File: src/hdl/dess_consts.svh
// Constants for the drive enable and stop sequencer: offsets, fields,
// reset values and timing. Assumes a 32-bit register port, byte addresses.
`ifndef DESS_CONSTS_SVH
`define DESS_CONSTS_SVH

// ============================================================
// Register offsets
`define DESS_REG_CTRL 8'h00
`define DESS_REG_HALT 8'h04
`define DESS_REG_ON_WAIT 8'h08
`define DESS_REG_OFF_WAIT 8'h0c
`define DESS_REG_EN_DELAY 8'h10
`define DESS_REG_STOP_MAX 8'h14
`define DESS_REG_STATUS 8'h18

// ============================================================
// Field positions
`define DESS_CTRL_ON 15
`define DESS_CTRL_EN 14
`define DESS_CTRL_HOLD 13
`define DESS_HALT_MODE_LSB 0
`define DESS_HALT_LOSS_LSB 2
`define DESS_HALT_RING 4
`define DESS_HALT_STOP_EN 5

// ============================================================
// Reset values and encodings
`define DESS_RST_ON_WAIT 16'h0064
`define DESS_RST_OFF_WAIT 16'h0064
`define DESS_RST_EN_DELAY 16'h0064
`define DESS_RST_STOP_MAX 16'h03e8
`define DESS_LOSS_HALT 2'h2
`define DESS_MS_PER_S 16'h03e8

// ============================================================
// Timing
`define DESS_CLK_MHZ 40
`define DESS_TICK_US 1000
`define DESS_TICK_CYCLES (`DESS_TICK_US * `DESS_CLK_MHZ)
`define DESS_PULSE_NS 500
`define DESS_PULSE_CYCLES (`DESS_PULSE_NS * `DESS_CLK_MHZ / 1000)

`endif

File: src/hdl/dess_pkg.sv
// Types shared by the drive enable and stop sequencer.
// Assumes nothing beyond a SystemVerilog compiler.
package dess_pkg;

    // ============================================================
    // Halt behaviour selected per axis
    typedef enum logic [1:0] {
        DESS_HALT_SHORTEST = 2'b00,
        DESS_HALT_RAMP = 2'b01,
        DESS_HALT_SEP_RAMP = 2'b10,
        DESS_HALT_MASTER = 2'b11
    } dess_halt_mode_t;

    // ============================================================
    // Axis sequencing states
    typedef enum logic [2:0] {
        S_OFF = 3'b000,
        S_ON_WAIT = 3'b001,
        S_RUN = 3'b010,
        S_STOP = 3'b011,
        S_OFF_WAIT = 3'b100
    } dess_axis_state_t;

endpackage : dess_pkg

File: src/hdl/dess_sequencer.sv
// Drive enable and stop sequencer: torque gating, wait times, halts,
// supply cut on emergency stop, absolute position transfer.
// Assumes one 40 MHz clock; enable, stop, mains, send request and selector pins are asynchronous and synchronised here.
`timescale 1ns/10ps
`include "dess_consts.svh"

module dess_sequencer #(
    parameter int unsigned TICK_CYCLES = `DESS_TICK_CYCLES,
    parameter int unsigned PULSE_HALF = `DESS_PULSE_CYCLES,
    parameter int POS_W = 24
) (
    input logic CLK_I,
    input logic RST_B_I,
    input logic [7:0] ADDR_I,
    input logic [31:0] WDATA_I,
    input logic WR_I,
    input logic RD_I,
    output logic [31:0] RDATA_O,
    input logic HW_AXIS_ENABLE_I,
    input logic ESTOP_B_I,
    input logic MAINS_OK_I,
    input logic POSITION_SEND_REQUEST_I,
    input logic [3:0] TRIP_DELAY_SELECTOR_I,
    input logic ALL_AXES_HALTED_I,
    input logic AXIS_STANDSTILL_I,
    input logic DEVICE_READY_I,
    input logic [POS_W-1:0] ABS_POS_I,
    output logic INTERNAL_TORQUE_ENABLE_O,
    output logic SETPOINT_ENABLE_O,
    output logic HALT_REQUEST_O,
    output dess_pkg::dess_halt_mode_t HALT_MODE_O,
    output logic SPEED_CONTROL_O,
    output logic SUPPLY_POWER_ON_O,
    output logic UNDERVOLTAGE_OUTPUT_O,
    output logic DCLINK_CONTROL_O,
    output logic READY_RELAY_O,
    output logic TRANSFER_DONE_RELAY_O,
    output logic ENC_PULSE_O
);
    import dess_pkg::*;

    localparam int TW = $clog2(TICK_CYCLES + 1);
    localparam int DW = $clog2(PULSE_HALF + 1);

    typedef struct packed {
        dess_axis_state_t state;
        logic drv_on;
        logic drv_en;
        logic drv_hold;
        dess_halt_mode_t halt_mode;
        logic [1:0] loss_sel;
        logic ring;
        logic stop_en;
        logic [15:0] on_wait;
        logic [15:0] off_wait;
        logic [15:0] en_delay;
        logic [15:0] stop_max;
        logic [31:0] rdata;
        logic [TW-1:0] tick_cnt;
        logic tick;
        logic hw_en_q;
        logic estop_q;
        logic req_q;
        logic [2:0] boot_cnt;
        logic sel_loaded;
        logic sel_fault;
        logic [3:0] trip_sel;
        logic halt_latch;
        logic power_cut;
        logic ready;
        logic xfer_started;
        logic xfer_busy;
        logic xfer_done;
        logic [POS_W-1:0] pulse_left;
        logic [DW-1:0] div_cnt;
        logic enc_pulse;
    } dess_seq_state_t;

    localparam dess_seq_state_t ST_RST = '{
        state: S_OFF,
        halt_mode: DESS_HALT_SHORTEST,
        loss_sel: `DESS_LOSS_HALT,
        on_wait: `DESS_RST_ON_WAIT,
        off_wait: `DESS_RST_OFF_WAIT,
        en_delay: `DESS_RST_EN_DELAY,
        stop_max: `DESS_RST_STOP_MAX,
        default: '0
    };

    dess_seq_state_t st;
    dess_seq_state_t next_st;

    // ============================================================
    // Pin synchronisation
    logic [7:0] pins_s;
    logic hw_en;
    logic estop;
    logic mains;
    logic send_req;
    logic [3:0] sel;

    dess_sync3 #(
        .W(8)
    ) u_sync (
        .clk_i(CLK_I),
        .rst_b_i(RST_B_I),
        // Stop pin inverted ahead of the filter, so reset reads as no stop
        .pin_i({TRIP_DELAY_SELECTOR_I, POSITION_SEND_REQUEST_I, MAINS_OK_I,
                ~ESTOP_B_I, HW_AXIS_ENABLE_I}),
        .level_o(pins_s)
    );

    assign hw_en = pins_s[0];
    assign estop = pins_s[1];
    assign mains = pins_s[2];
    assign send_req = pins_s[3];
    assign sel = pins_s[7:4];

    // ============================================================
    // Interval timers
    logic en_load;
    logic wait_load;
    logic trip_load;
    logic stop_load;
    logic [15:0] wait_val;
    logic [15:0] trip_val;
    logic en_done;
    logic wait_done;
    logic trip_done;
    logic stop_done;

    dess_interval_timer #(
        .W(16)
    ) u_en_tmr (
        .clk_i(CLK_I),
        .rst_b_i(RST_B_I),
        .load_i(en_load),
        .value_i(st.en_delay),
        .tick_i(st.tick),
        .done_o(en_done)
    );

    dess_interval_timer #(
        .W(16)
    ) u_wait_tmr (
        .clk_i(CLK_I),
        .rst_b_i(RST_B_I),
        .load_i(wait_load),
        .value_i(wait_val),
        .tick_i(st.tick),
        .done_o(wait_done)
    );

    dess_interval_timer #(
        .W(16)
    ) u_trip_tmr (
        .clk_i(CLK_I),
        .rst_b_i(RST_B_I),
        .load_i(trip_load),
        .value_i(trip_val),
        .tick_i(st.tick),
        .done_o(trip_done)
    );

    dess_interval_timer #(
        .W(16)
    ) u_stop_tmr (
        .clk_i(CLK_I),
        .rst_b_i(RST_B_I),
        .load_i(stop_load),
        .value_i(st.stop_max),
        .tick_i(st.tick),
        .done_o(stop_done)
    );

    // ============================================================
    // Command decode
    logic int_en;
    logic on_cmd;
    logic hold_cmd;
    logic loss_halt;
    logic coast;
    logic stop_req;
    logic xfer_start;

    // Edge qualifier keeps a stale zero count from enabling early
    assign int_en = hw_en & st.hw_en_q & en_done;
    assign on_cmd = st.drv_en & st.drv_on;
    assign hold_cmd = st.drv_en & st.drv_hold;
    assign loss_halt = ~st.ring & (st.loss_sel == `DESS_LOSS_HALT);
    assign coast = ~st.drv_en | (~int_en & ~loss_halt) | st.power_cut;
    assign stop_req = ~on_cmd | st.halt_latch | ~int_en;
    assign trip_val = 16'(st.trip_sel) * `DESS_MS_PER_S;
    assign xfer_start = send_req & ~st.req_q & st.ready
                        & ~st.xfer_started & ~st.xfer_done;

    // ============================================================
    // Next-state logic
    always_comb
    begin
        next_st = st;
        en_load = 1'b0;
        wait_load = 1'b0;
        stop_load = 1'b0;
        wait_val = st.on_wait;

        next_st.tick = 1'b0;
        if (st.tick_cnt == TW'(TICK_CYCLES - 1))
        begin
            next_st.tick_cnt = '0;
            next_st.tick = 1'b1;
        end
        else
            next_st.tick_cnt = st.tick_cnt + 1'b1;

        next_st.hw_en_q = hw_en;
        next_st.estop_q = estop;
        next_st.req_q = send_req;
        next_st.ready = DEVICE_READY_I;
        en_load = hw_en & ~st.hw_en_q;
        trip_load = estop & ~st.estop_q;

        // Selector caught once, after the synchroniser has settled
        if (!st.sel_loaded)
        begin
            if (st.boot_cnt == 3'h4)
            begin
                next_st.sel_loaded = 1'b1;
                next_st.sel_fault = (sel == 4'h0);
                next_st.trip_sel = (sel == 4'h0) ? 4'h1 : sel;
            end
            else
                next_st.boot_cnt = st.boot_cnt + 1'b1;
        end

        if (WR_I)
        begin
            case (ADDR_I)
                `DESS_REG_CTRL:
                begin
                    next_st.drv_on = WDATA_I[`DESS_CTRL_ON];
                    next_st.drv_en = WDATA_I[`DESS_CTRL_EN];
                    next_st.drv_hold = WDATA_I[`DESS_CTRL_HOLD];
                end
                `DESS_REG_HALT:
                begin
                    next_st.halt_mode = dess_halt_mode_t'(WDATA_I[`DESS_HALT_MODE_LSB +: 2]);
                    next_st.loss_sel = WDATA_I[`DESS_HALT_LOSS_LSB +: 2];
                    next_st.ring = WDATA_I[`DESS_HALT_RING];
                    next_st.stop_en = WDATA_I[`DESS_HALT_STOP_EN];
                end
                `DESS_REG_ON_WAIT: next_st.on_wait = WDATA_I[15:0];
                `DESS_REG_OFF_WAIT: next_st.off_wait = WDATA_I[15:0];
                `DESS_REG_EN_DELAY: next_st.en_delay = WDATA_I[15:0];
                `DESS_REG_STOP_MAX: next_st.stop_max = WDATA_I[15:0];
                default: next_st.rdata = st.rdata;
            endcase
        end

        next_st.rdata = '0;
        if (RD_I)
        begin
            case (ADDR_I)
                `DESS_REG_CTRL:
                    next_st.rdata = {16'h0000, st.drv_on, st.drv_en, st.drv_hold, 13'h0000};
                `DESS_REG_HALT:
                    next_st.rdata = {26'h0000000, st.stop_en, st.ring, st.loss_sel,
                                     st.halt_mode};
                `DESS_REG_ON_WAIT: next_st.rdata = {16'h0000, st.on_wait};
                `DESS_REG_OFF_WAIT: next_st.rdata = {16'h0000, st.off_wait};
                `DESS_REG_EN_DELAY: next_st.rdata = {16'h0000, st.en_delay};
                `DESS_REG_STOP_MAX: next_st.rdata = {16'h0000, st.stop_max};
                `DESS_REG_STATUS:
                    next_st.rdata = {18'h00000, st.ready, st.xfer_done, st.xfer_busy,
                                     st.trip_sel, st.sel_fault, st.power_cut,
                                     st.halt_latch, int_en, st.state};
                default: next_st.rdata = '0;
            endcase
        end

        // Halt latch: set placed after clear so a new event wins
        if (st.state == S_OFF && !estop && mains)
            next_st.halt_latch = 1'b0;
        if ((estop || !mains) && st.state != S_OFF)
            next_st.halt_latch = 1'b1;

        // Supply stays on until all halted or trip delay expires
        if (!estop)
            next_st.power_cut = 1'b0;
        if (estop && st.estop_q && (ALL_AXES_HALTED_I || trip_done))
            next_st.power_cut = 1'b1;

        if (coast)
            next_st.state = S_OFF;
        else
        begin
            unique case (st.state)
                S_OFF:
                begin
                    if (on_cmd && int_en && !st.halt_latch && !estop && mains)
                        next_st.state = S_ON_WAIT;
                end
                S_ON_WAIT:
                begin
                    if (stop_req)
                        next_st.state = S_STOP;
                    else if (wait_done)
                        next_st.state = S_RUN;
                end
                S_RUN:
                begin
                    if (stop_req)
                        next_st.state = S_STOP;
                end
                S_STOP:
                begin
                    if (st.stop_en && stop_done)
                        next_st.state = S_OFF;
                    else if (AXIS_STANDSTILL_I)
                        next_st.state = S_OFF_WAIT;
                end
                S_OFF_WAIT:
                begin
                    if (wait_done)
                        next_st.state = S_OFF;
                end
                default: next_st.state = S_OFF;
            endcase
        end

        if (next_st.state != st.state)
        begin
            if (next_st.state == S_ON_WAIT)
                wait_load = 1'b1;
            if (next_st.state == S_OFF_WAIT)
            begin
                wait_load = 1'b1;
                wait_val = st.off_wait;
            end
            if (next_st.state == S_STOP)
                stop_load = 1'b1;
        end

        // Position transfer; ready loss after start is deliberately ignored
        if (xfer_start)
        begin
            next_st.xfer_started = 1'b1;
            next_st.xfer_busy = 1'b1;
            next_st.pulse_left = ABS_POS_I;
            next_st.div_cnt = '0;
            next_st.enc_pulse = 1'b0;
        end
        else if (st.xfer_busy)
        begin
            if (st.pulse_left == '0 && !st.enc_pulse)
            begin
                next_st.xfer_busy = 1'b0;
                next_st.xfer_done = 1'b1;
            end
            else if (st.div_cnt == DW'(PULSE_HALF - 1))
            begin
                next_st.div_cnt = '0;
                next_st.enc_pulse = ~st.enc_pulse;
                if (st.enc_pulse)
                    next_st.pulse_left = st.pulse_left - 1'b1;
            end
            else
                next_st.div_cnt = st.div_cnt + 1'b1;
        end
    end

    always_ff @(posedge CLK_I or negedge RST_B_I)
    begin
        if (!RST_B_I)
            st <= ST_RST;
        else
            st <= next_st;
    end

    // ============================================================
    // Outputs
    assign RDATA_O = st.rdata;
    assign INTERNAL_TORQUE_ENABLE_O = (st.state != S_OFF);
    assign SETPOINT_ENABLE_O = (st.state == S_RUN) && !hold_cmd;
    assign HALT_REQUEST_O = (st.state == S_STOP) || (st.state == S_RUN && hold_cmd);
    assign HALT_MODE_O = st.halt_mode;
    assign SPEED_CONTROL_O = st.halt_latch && st.state != S_OFF;
    assign SUPPLY_POWER_ON_O = ~st.power_cut;
    assign UNDERVOLTAGE_OUTPUT_O = mains;
    assign DCLINK_CONTROL_O = mains & on_cmd;
    assign READY_RELAY_O = st.ready;
    assign TRANSFER_DONE_RELAY_O = st.xfer_done;
    assign ENC_PULSE_O = st.enc_pulse;
endmodule : dess_sequencer

File: src/hdl/dess_sync3.sv
// Three-stage input synchroniser with agreement filter.
// Assumes asynchronous pins; output moves once stages two and three agree.
`timescale 1ns/10ps
module dess_sync3 #(
    parameter int W = 8
) (
    input logic clk_i,
    input logic rst_b_i,
    input logic [W-1:0] pin_i,
    output logic [W-1:0] level_o
);
    typedef struct packed {
        logic [W-1:0] s1;
        logic [W-1:0] s2;
        logic [W-1:0] s3;
        logic [W-1:0] q;
    } dess_sync_t;

    dess_sync_t st;
    dess_sync_t next_st;

    always_comb
    begin
        next_st.s1 = pin_i;
        next_st.s2 = st.s1;
        next_st.s3 = st.s2;
        next_st.q = (st.s2 & st.s3) | (st.q & (st.s2 ^ st.s3));
    end

    always_ff @(posedge clk_i or negedge rst_b_i)
    begin
        if (!rst_b_i)
            st <= '0;
        else
            st <= next_st;
    end

    assign level_o = st.q;
endmodule : dess_sync3

File: src/hdl/dess_interval_timer.sv
// Reloadable down counter stepped by a shared tick.
// Assumes load and tick come from the same clock domain.
`timescale 1ns/10ps
module dess_interval_timer #(
    parameter int W = 16
) (
    input logic clk_i,
    input logic rst_b_i,
    input logic load_i,
    input logic [W-1:0] value_i,
    input logic tick_i,
    output logic done_o
);
    typedef struct packed {
        logic [W-1:0] cnt;
    } dess_tmr_t;

    dess_tmr_t st;
    dess_tmr_t next_st;

    always_comb
    begin
        next_st = st;
        // Reload wins over a tick in the same cycle
        if (load_i)
            next_st.cnt = value_i;
        else if (tick_i && st.cnt != '0)
            next_st.cnt = st.cnt - 1'b1;
    end

    always_ff @(posedge clk_i or negedge rst_b_i)
    begin
        if (!rst_b_i)
            st <= '0;
        else
            st <= next_st;
    end

    assign done_o = (st.cnt == '0);
endmodule : dess_interval_timer

File: config.mk
export PLATFORM = sky130hd
export DESIGN_NAME = dess_sequencer
export DESIGN_NICKNAME = d
export VERILOG_FILES = /design/src/hdl/dess_pkg.sv /design/src/hdl/dess_sequencer.sv /design/src/hdl/dess_sync3.sv /design/src/hdl/dess_interval_timer.sv
export VERILOG_INCLUDE_DIRS = /design/src /design/src/hdl
export SDC_FILE = /design/constraint.sdc
export NUM_CORES = 1
export LEC_CHECK = 0
export BUFFER_PORTS_ARGS = -buffer_cell sky130_fd_sc_hd__buf_2
export CAP_MARGIN = 20
export CORE_ASPECT_RATIO = 0.7
export CORE_MARGIN = 2
export CORE_UTILIZATION = 60
export DETAILED_ROUTE_END_ITERATION = 10
export PLACE_DENSITY = 0.82
export SYNTH_ARGS = -nofsm -noshare
export SYNTH_HDL_FRONTEND = slang
export SYNTH_SLANG_ARGS = --single-unit
File: constraint.sdc
create_clock -name CLK_I -period 5 [get_ports CLK_I]
set_clock_uncertainty 0.1 [all_clocks]
set_input_delay 0.25 -clock CLK_I [delete_from_list [all_inputs] [get_ports CLK_I]]
set_output_delay 0.25 -clock CLK_I [all_outputs]
set_load 0.05 [all_outputs]
==> impl_results.md <==
- # fillers: 1475
- Crit path kind: reg -> reg
- DRC viols: 0
- Tightest Pin Transition: 1.01 ns
- Final Hold Fails: 0
- Layout Nets: 1407
- Number of cell rows: 44
- Top delay family on crit path: simple AND/OR/NAND/NOR gates
- CP Capture Type: flip-flop
- WL per Instance: 19.2 um
- Commonest non-fill, non-tap cell in the layout: dfrtp_1
- Post-Syn Area: 12800 um2
- Synth Instances: 1170
- Postcts setup bufs: 0
- Via count: 9675
- DR vias/cell: 6.12
- P_int: 3.82 mW
- Initial antenna violation count: 2
- Crit. path cell count: 7
- Antenna Nets Post-Route: 0
- Share of cells above drive strength 1: 0.208
- Yosys top cell area share: 0.464
- DRT iter0 DRCs: 1049
- Post-synth ARST share: 1.00
- Slowest CP cell: a211oi_4
- Power Density: 367 nW/um2
- R2r startpoint: u_en_tmr.st[3]
- Yosys reg bits: 253
- Status: complete, no violations
- Busiest metal layer after global routing: met2
- First-pass GRT wire length: 49400 um
- Synth top area cells: dfrtp_1, mux2_2, xnor2_1
- Synth Flop Type: dfrtp_1
- Clock sinks: 253
- Hold Crit Depth: 4
- Setup tns final: 0 ns
- CORE AREA: 20800 um2
- Leakage: 6.81 nW
- Hold path start: ADDR_I[1]
- Detailed Place HPWL: 20600 um
- CTS resizes: 0
- Clk_lat worst skew: 0.54 ns
- Port Buffer Count: 90
- Crit Path Max Fanout: 16
- Final WL: 30400 um
- Part of the cycle the worst path needs: 0.785
- Die Width: 179 um
- Worst-path clk slew: 0.06 ns
- Min Tclk post-route: 3.92 ns
- Fmax: 255 MHz
- Crit. Startpoint: u_en_tmr.st[3]
- Critical path buffer and inverter count: 0
- Die height: 126 um
- Slew Limit Headroom: 0.316
- Sw frac: 0.292
- Io pins: 123
- RSZ-0062 raised after global routing: false
- Num CTS Buffers: 25
- # setup viols final: 0
- # diodes: 0
- Worst Hold Class: in -> reg
- Met1 Usage GRT: 0.414
- Max-cap violations: 0
- Longest Clk Path Bufs: 3
- Met2 layer usage reported by global route: 0.421
- Most frequent cells in the layout: dfrtp_1, nand2_1, buf_2
- Peak VDD IR: 0.000347 V
- Comb pwr share: 0.167
- CP Launch Type: flip-flop
- CTS tree: done
- Final-report max-slew violation count: 0
- DRT Pass-1 Iters: 8
- Flop pwr share: 0.466
- Total power: 5.40 mW
- Post-synth EDFFs: 0
- Number of hold buffers added after cts: 51
- Worst Path Required: 5.31 ns
- Largest stage delay, worst path: 0.79 ns
- Gpl congestion: 0.921
- Die Area: 22500 um2
- Area leader, netlist: dfrtp_1
- Post-Syn Area per Cell: 10.9 um2
- Clock power share: 0.367
- Crit path cell chain: or4_4 > nor4b_2 > a41oi_2 > nor2_1 > o21ai_0 > a211oi_4 > mux2_2
- Total grt overflow: 0
- Ys Warns: 0
- Seq/Total Area, Yosys: 0.497
- CTS H-tree lvls: 1
- Routing usage on met3: 0.0556
- Synth-to-Final Area Change: 14.8%
- Switching power: 1.57 mW
- Vias in the first global route: 9399
- Worst path arrival time: 4.23 ns
- Synth cell types: 77
- Largest net degree at the start of global routing: 144
- GRT Overall Usage: 0.278
- Clk root buf: clkbuf_16
- Initial core utilization: 0.615
- R2R depth: 7
[flip-flops by register name (all words and copies together) (netlist names)]
signal,count
st,136
RDATA_O,16
u_en_tmr.st,16
u_stop_tmr.st,16
u_sync.next_st,16
u_trip_tmr.st,16
u_wait_tmr.st,16
u_sync.level_o,8
u_sync.st,8
HALT_MODE_O,2
ENC_PULSE_O,1
READY_RELAY_O,1
TRANSFER_DONE_RELAY_O,1
[synthesized netlist by cell type (11+ instances only)]
cell / n
a21o_1: 11
a21oi_1: 34
a22oi_1: 17
buf_4: 35
clkbuf_1: 33
dfrtp_1: 237
dfstp_2: 16
ha_1: 33
inv_1: 38
mux2_1: 11
mux2_2: 88
mux2i_1: 36
nand2_1: 93
nand3_1: 14
nor2_1: 83
nor2b_1: 11
nor3_1: 42
nor4_1: 23
o21ai_0: 69
or3_1: 17
xnor2_1: 50
xor2_1: 31
[layout make-up]
class,instances,area [um2],area share
sequential,253,6350,0.432
inverter,38,143,0.00971
clock buffer,32,682,0.0464
clock inverter,13,175,0.0119
multi-input combinational,821,5950,0.405
tap,276,345,0.0235
timing repair buffer,149,1040,0.0710
[routing by layer]
layer / routed length [um] / vias to the layer above
li1: - / 4381
met1: 13000 / 4747
met2: 13700 / 458
met3: 2970 / 89
met4: 752 / 0
met5: 0 / -
[through the flow]
stage | utilization | setup WS, ns | instance area [um2] | hold slack [ns] | cells
floorplan | - | 1.90 | 12800 | -0.146 | 1185
CTS | 0.706 | 1.20 | 14700 | 0.0849 | 1582
finish | 0.706 | 1.08 | 14700 | 0.0955 | 1582
global placement | 0.640 | 1.25 | 13300 | 0.233 | 1486
global route | 0.706 | 0.929 | 14700 | 0.119 | 1582
detailed placement | 0.640 | 1.23 | 13300 | 0.235 | 1486
[final timing paths]
kind | slack [ns] | end
max | 1.08 | u_stop_tmr.st[1]
min | 0.1 | RDATA_O[3]
max reg2reg | 1.08 | u_stop_tmr.st[1]
min reg2reg | 0.25 | u_sync.next_st[9]
max in group asynchronous | 3.30 | st[61]
min in group asynchronous | 0.26 | u_trip_tmr.st[7]
[power groups by stage]
stage	registers (mW)	logic [mW]	clock network, mW
after CTS	2.50	0.885	1.99
after detailed placement	2.53	0.849	0
after global placement	2.52	0.813	0
after floorplan	2.48	0.632	0
after global routing	2.55	1.01	2.08
final	2.52	0.900	1.98
[cells by family (layout without fill, tap and decap cells)]
group | count (synthesis) | count (layout) | share of synthesized area
compound gates | 200 | 200 | 0.107
xor+xnor | 81 | 81 | 0.0555
fa+ha+maj | 41 | 41 | 0.0440
buf+inv | 111 | 232 | 0.0445
flops | 253 | 253 | 0.497
mux | 136 | 136 | 0.117
other cells | 1 | 16 | 0.000293
simple gates | 347 | 347 | 0.136
[worst min-delay path: stages]
cell and delay (ns):
buf_2 0.10, nor2_1 0.06, a32oi_1 0.18, a21oi_1 0.09
Note: power is estimated with default switching activity, not from simulation.
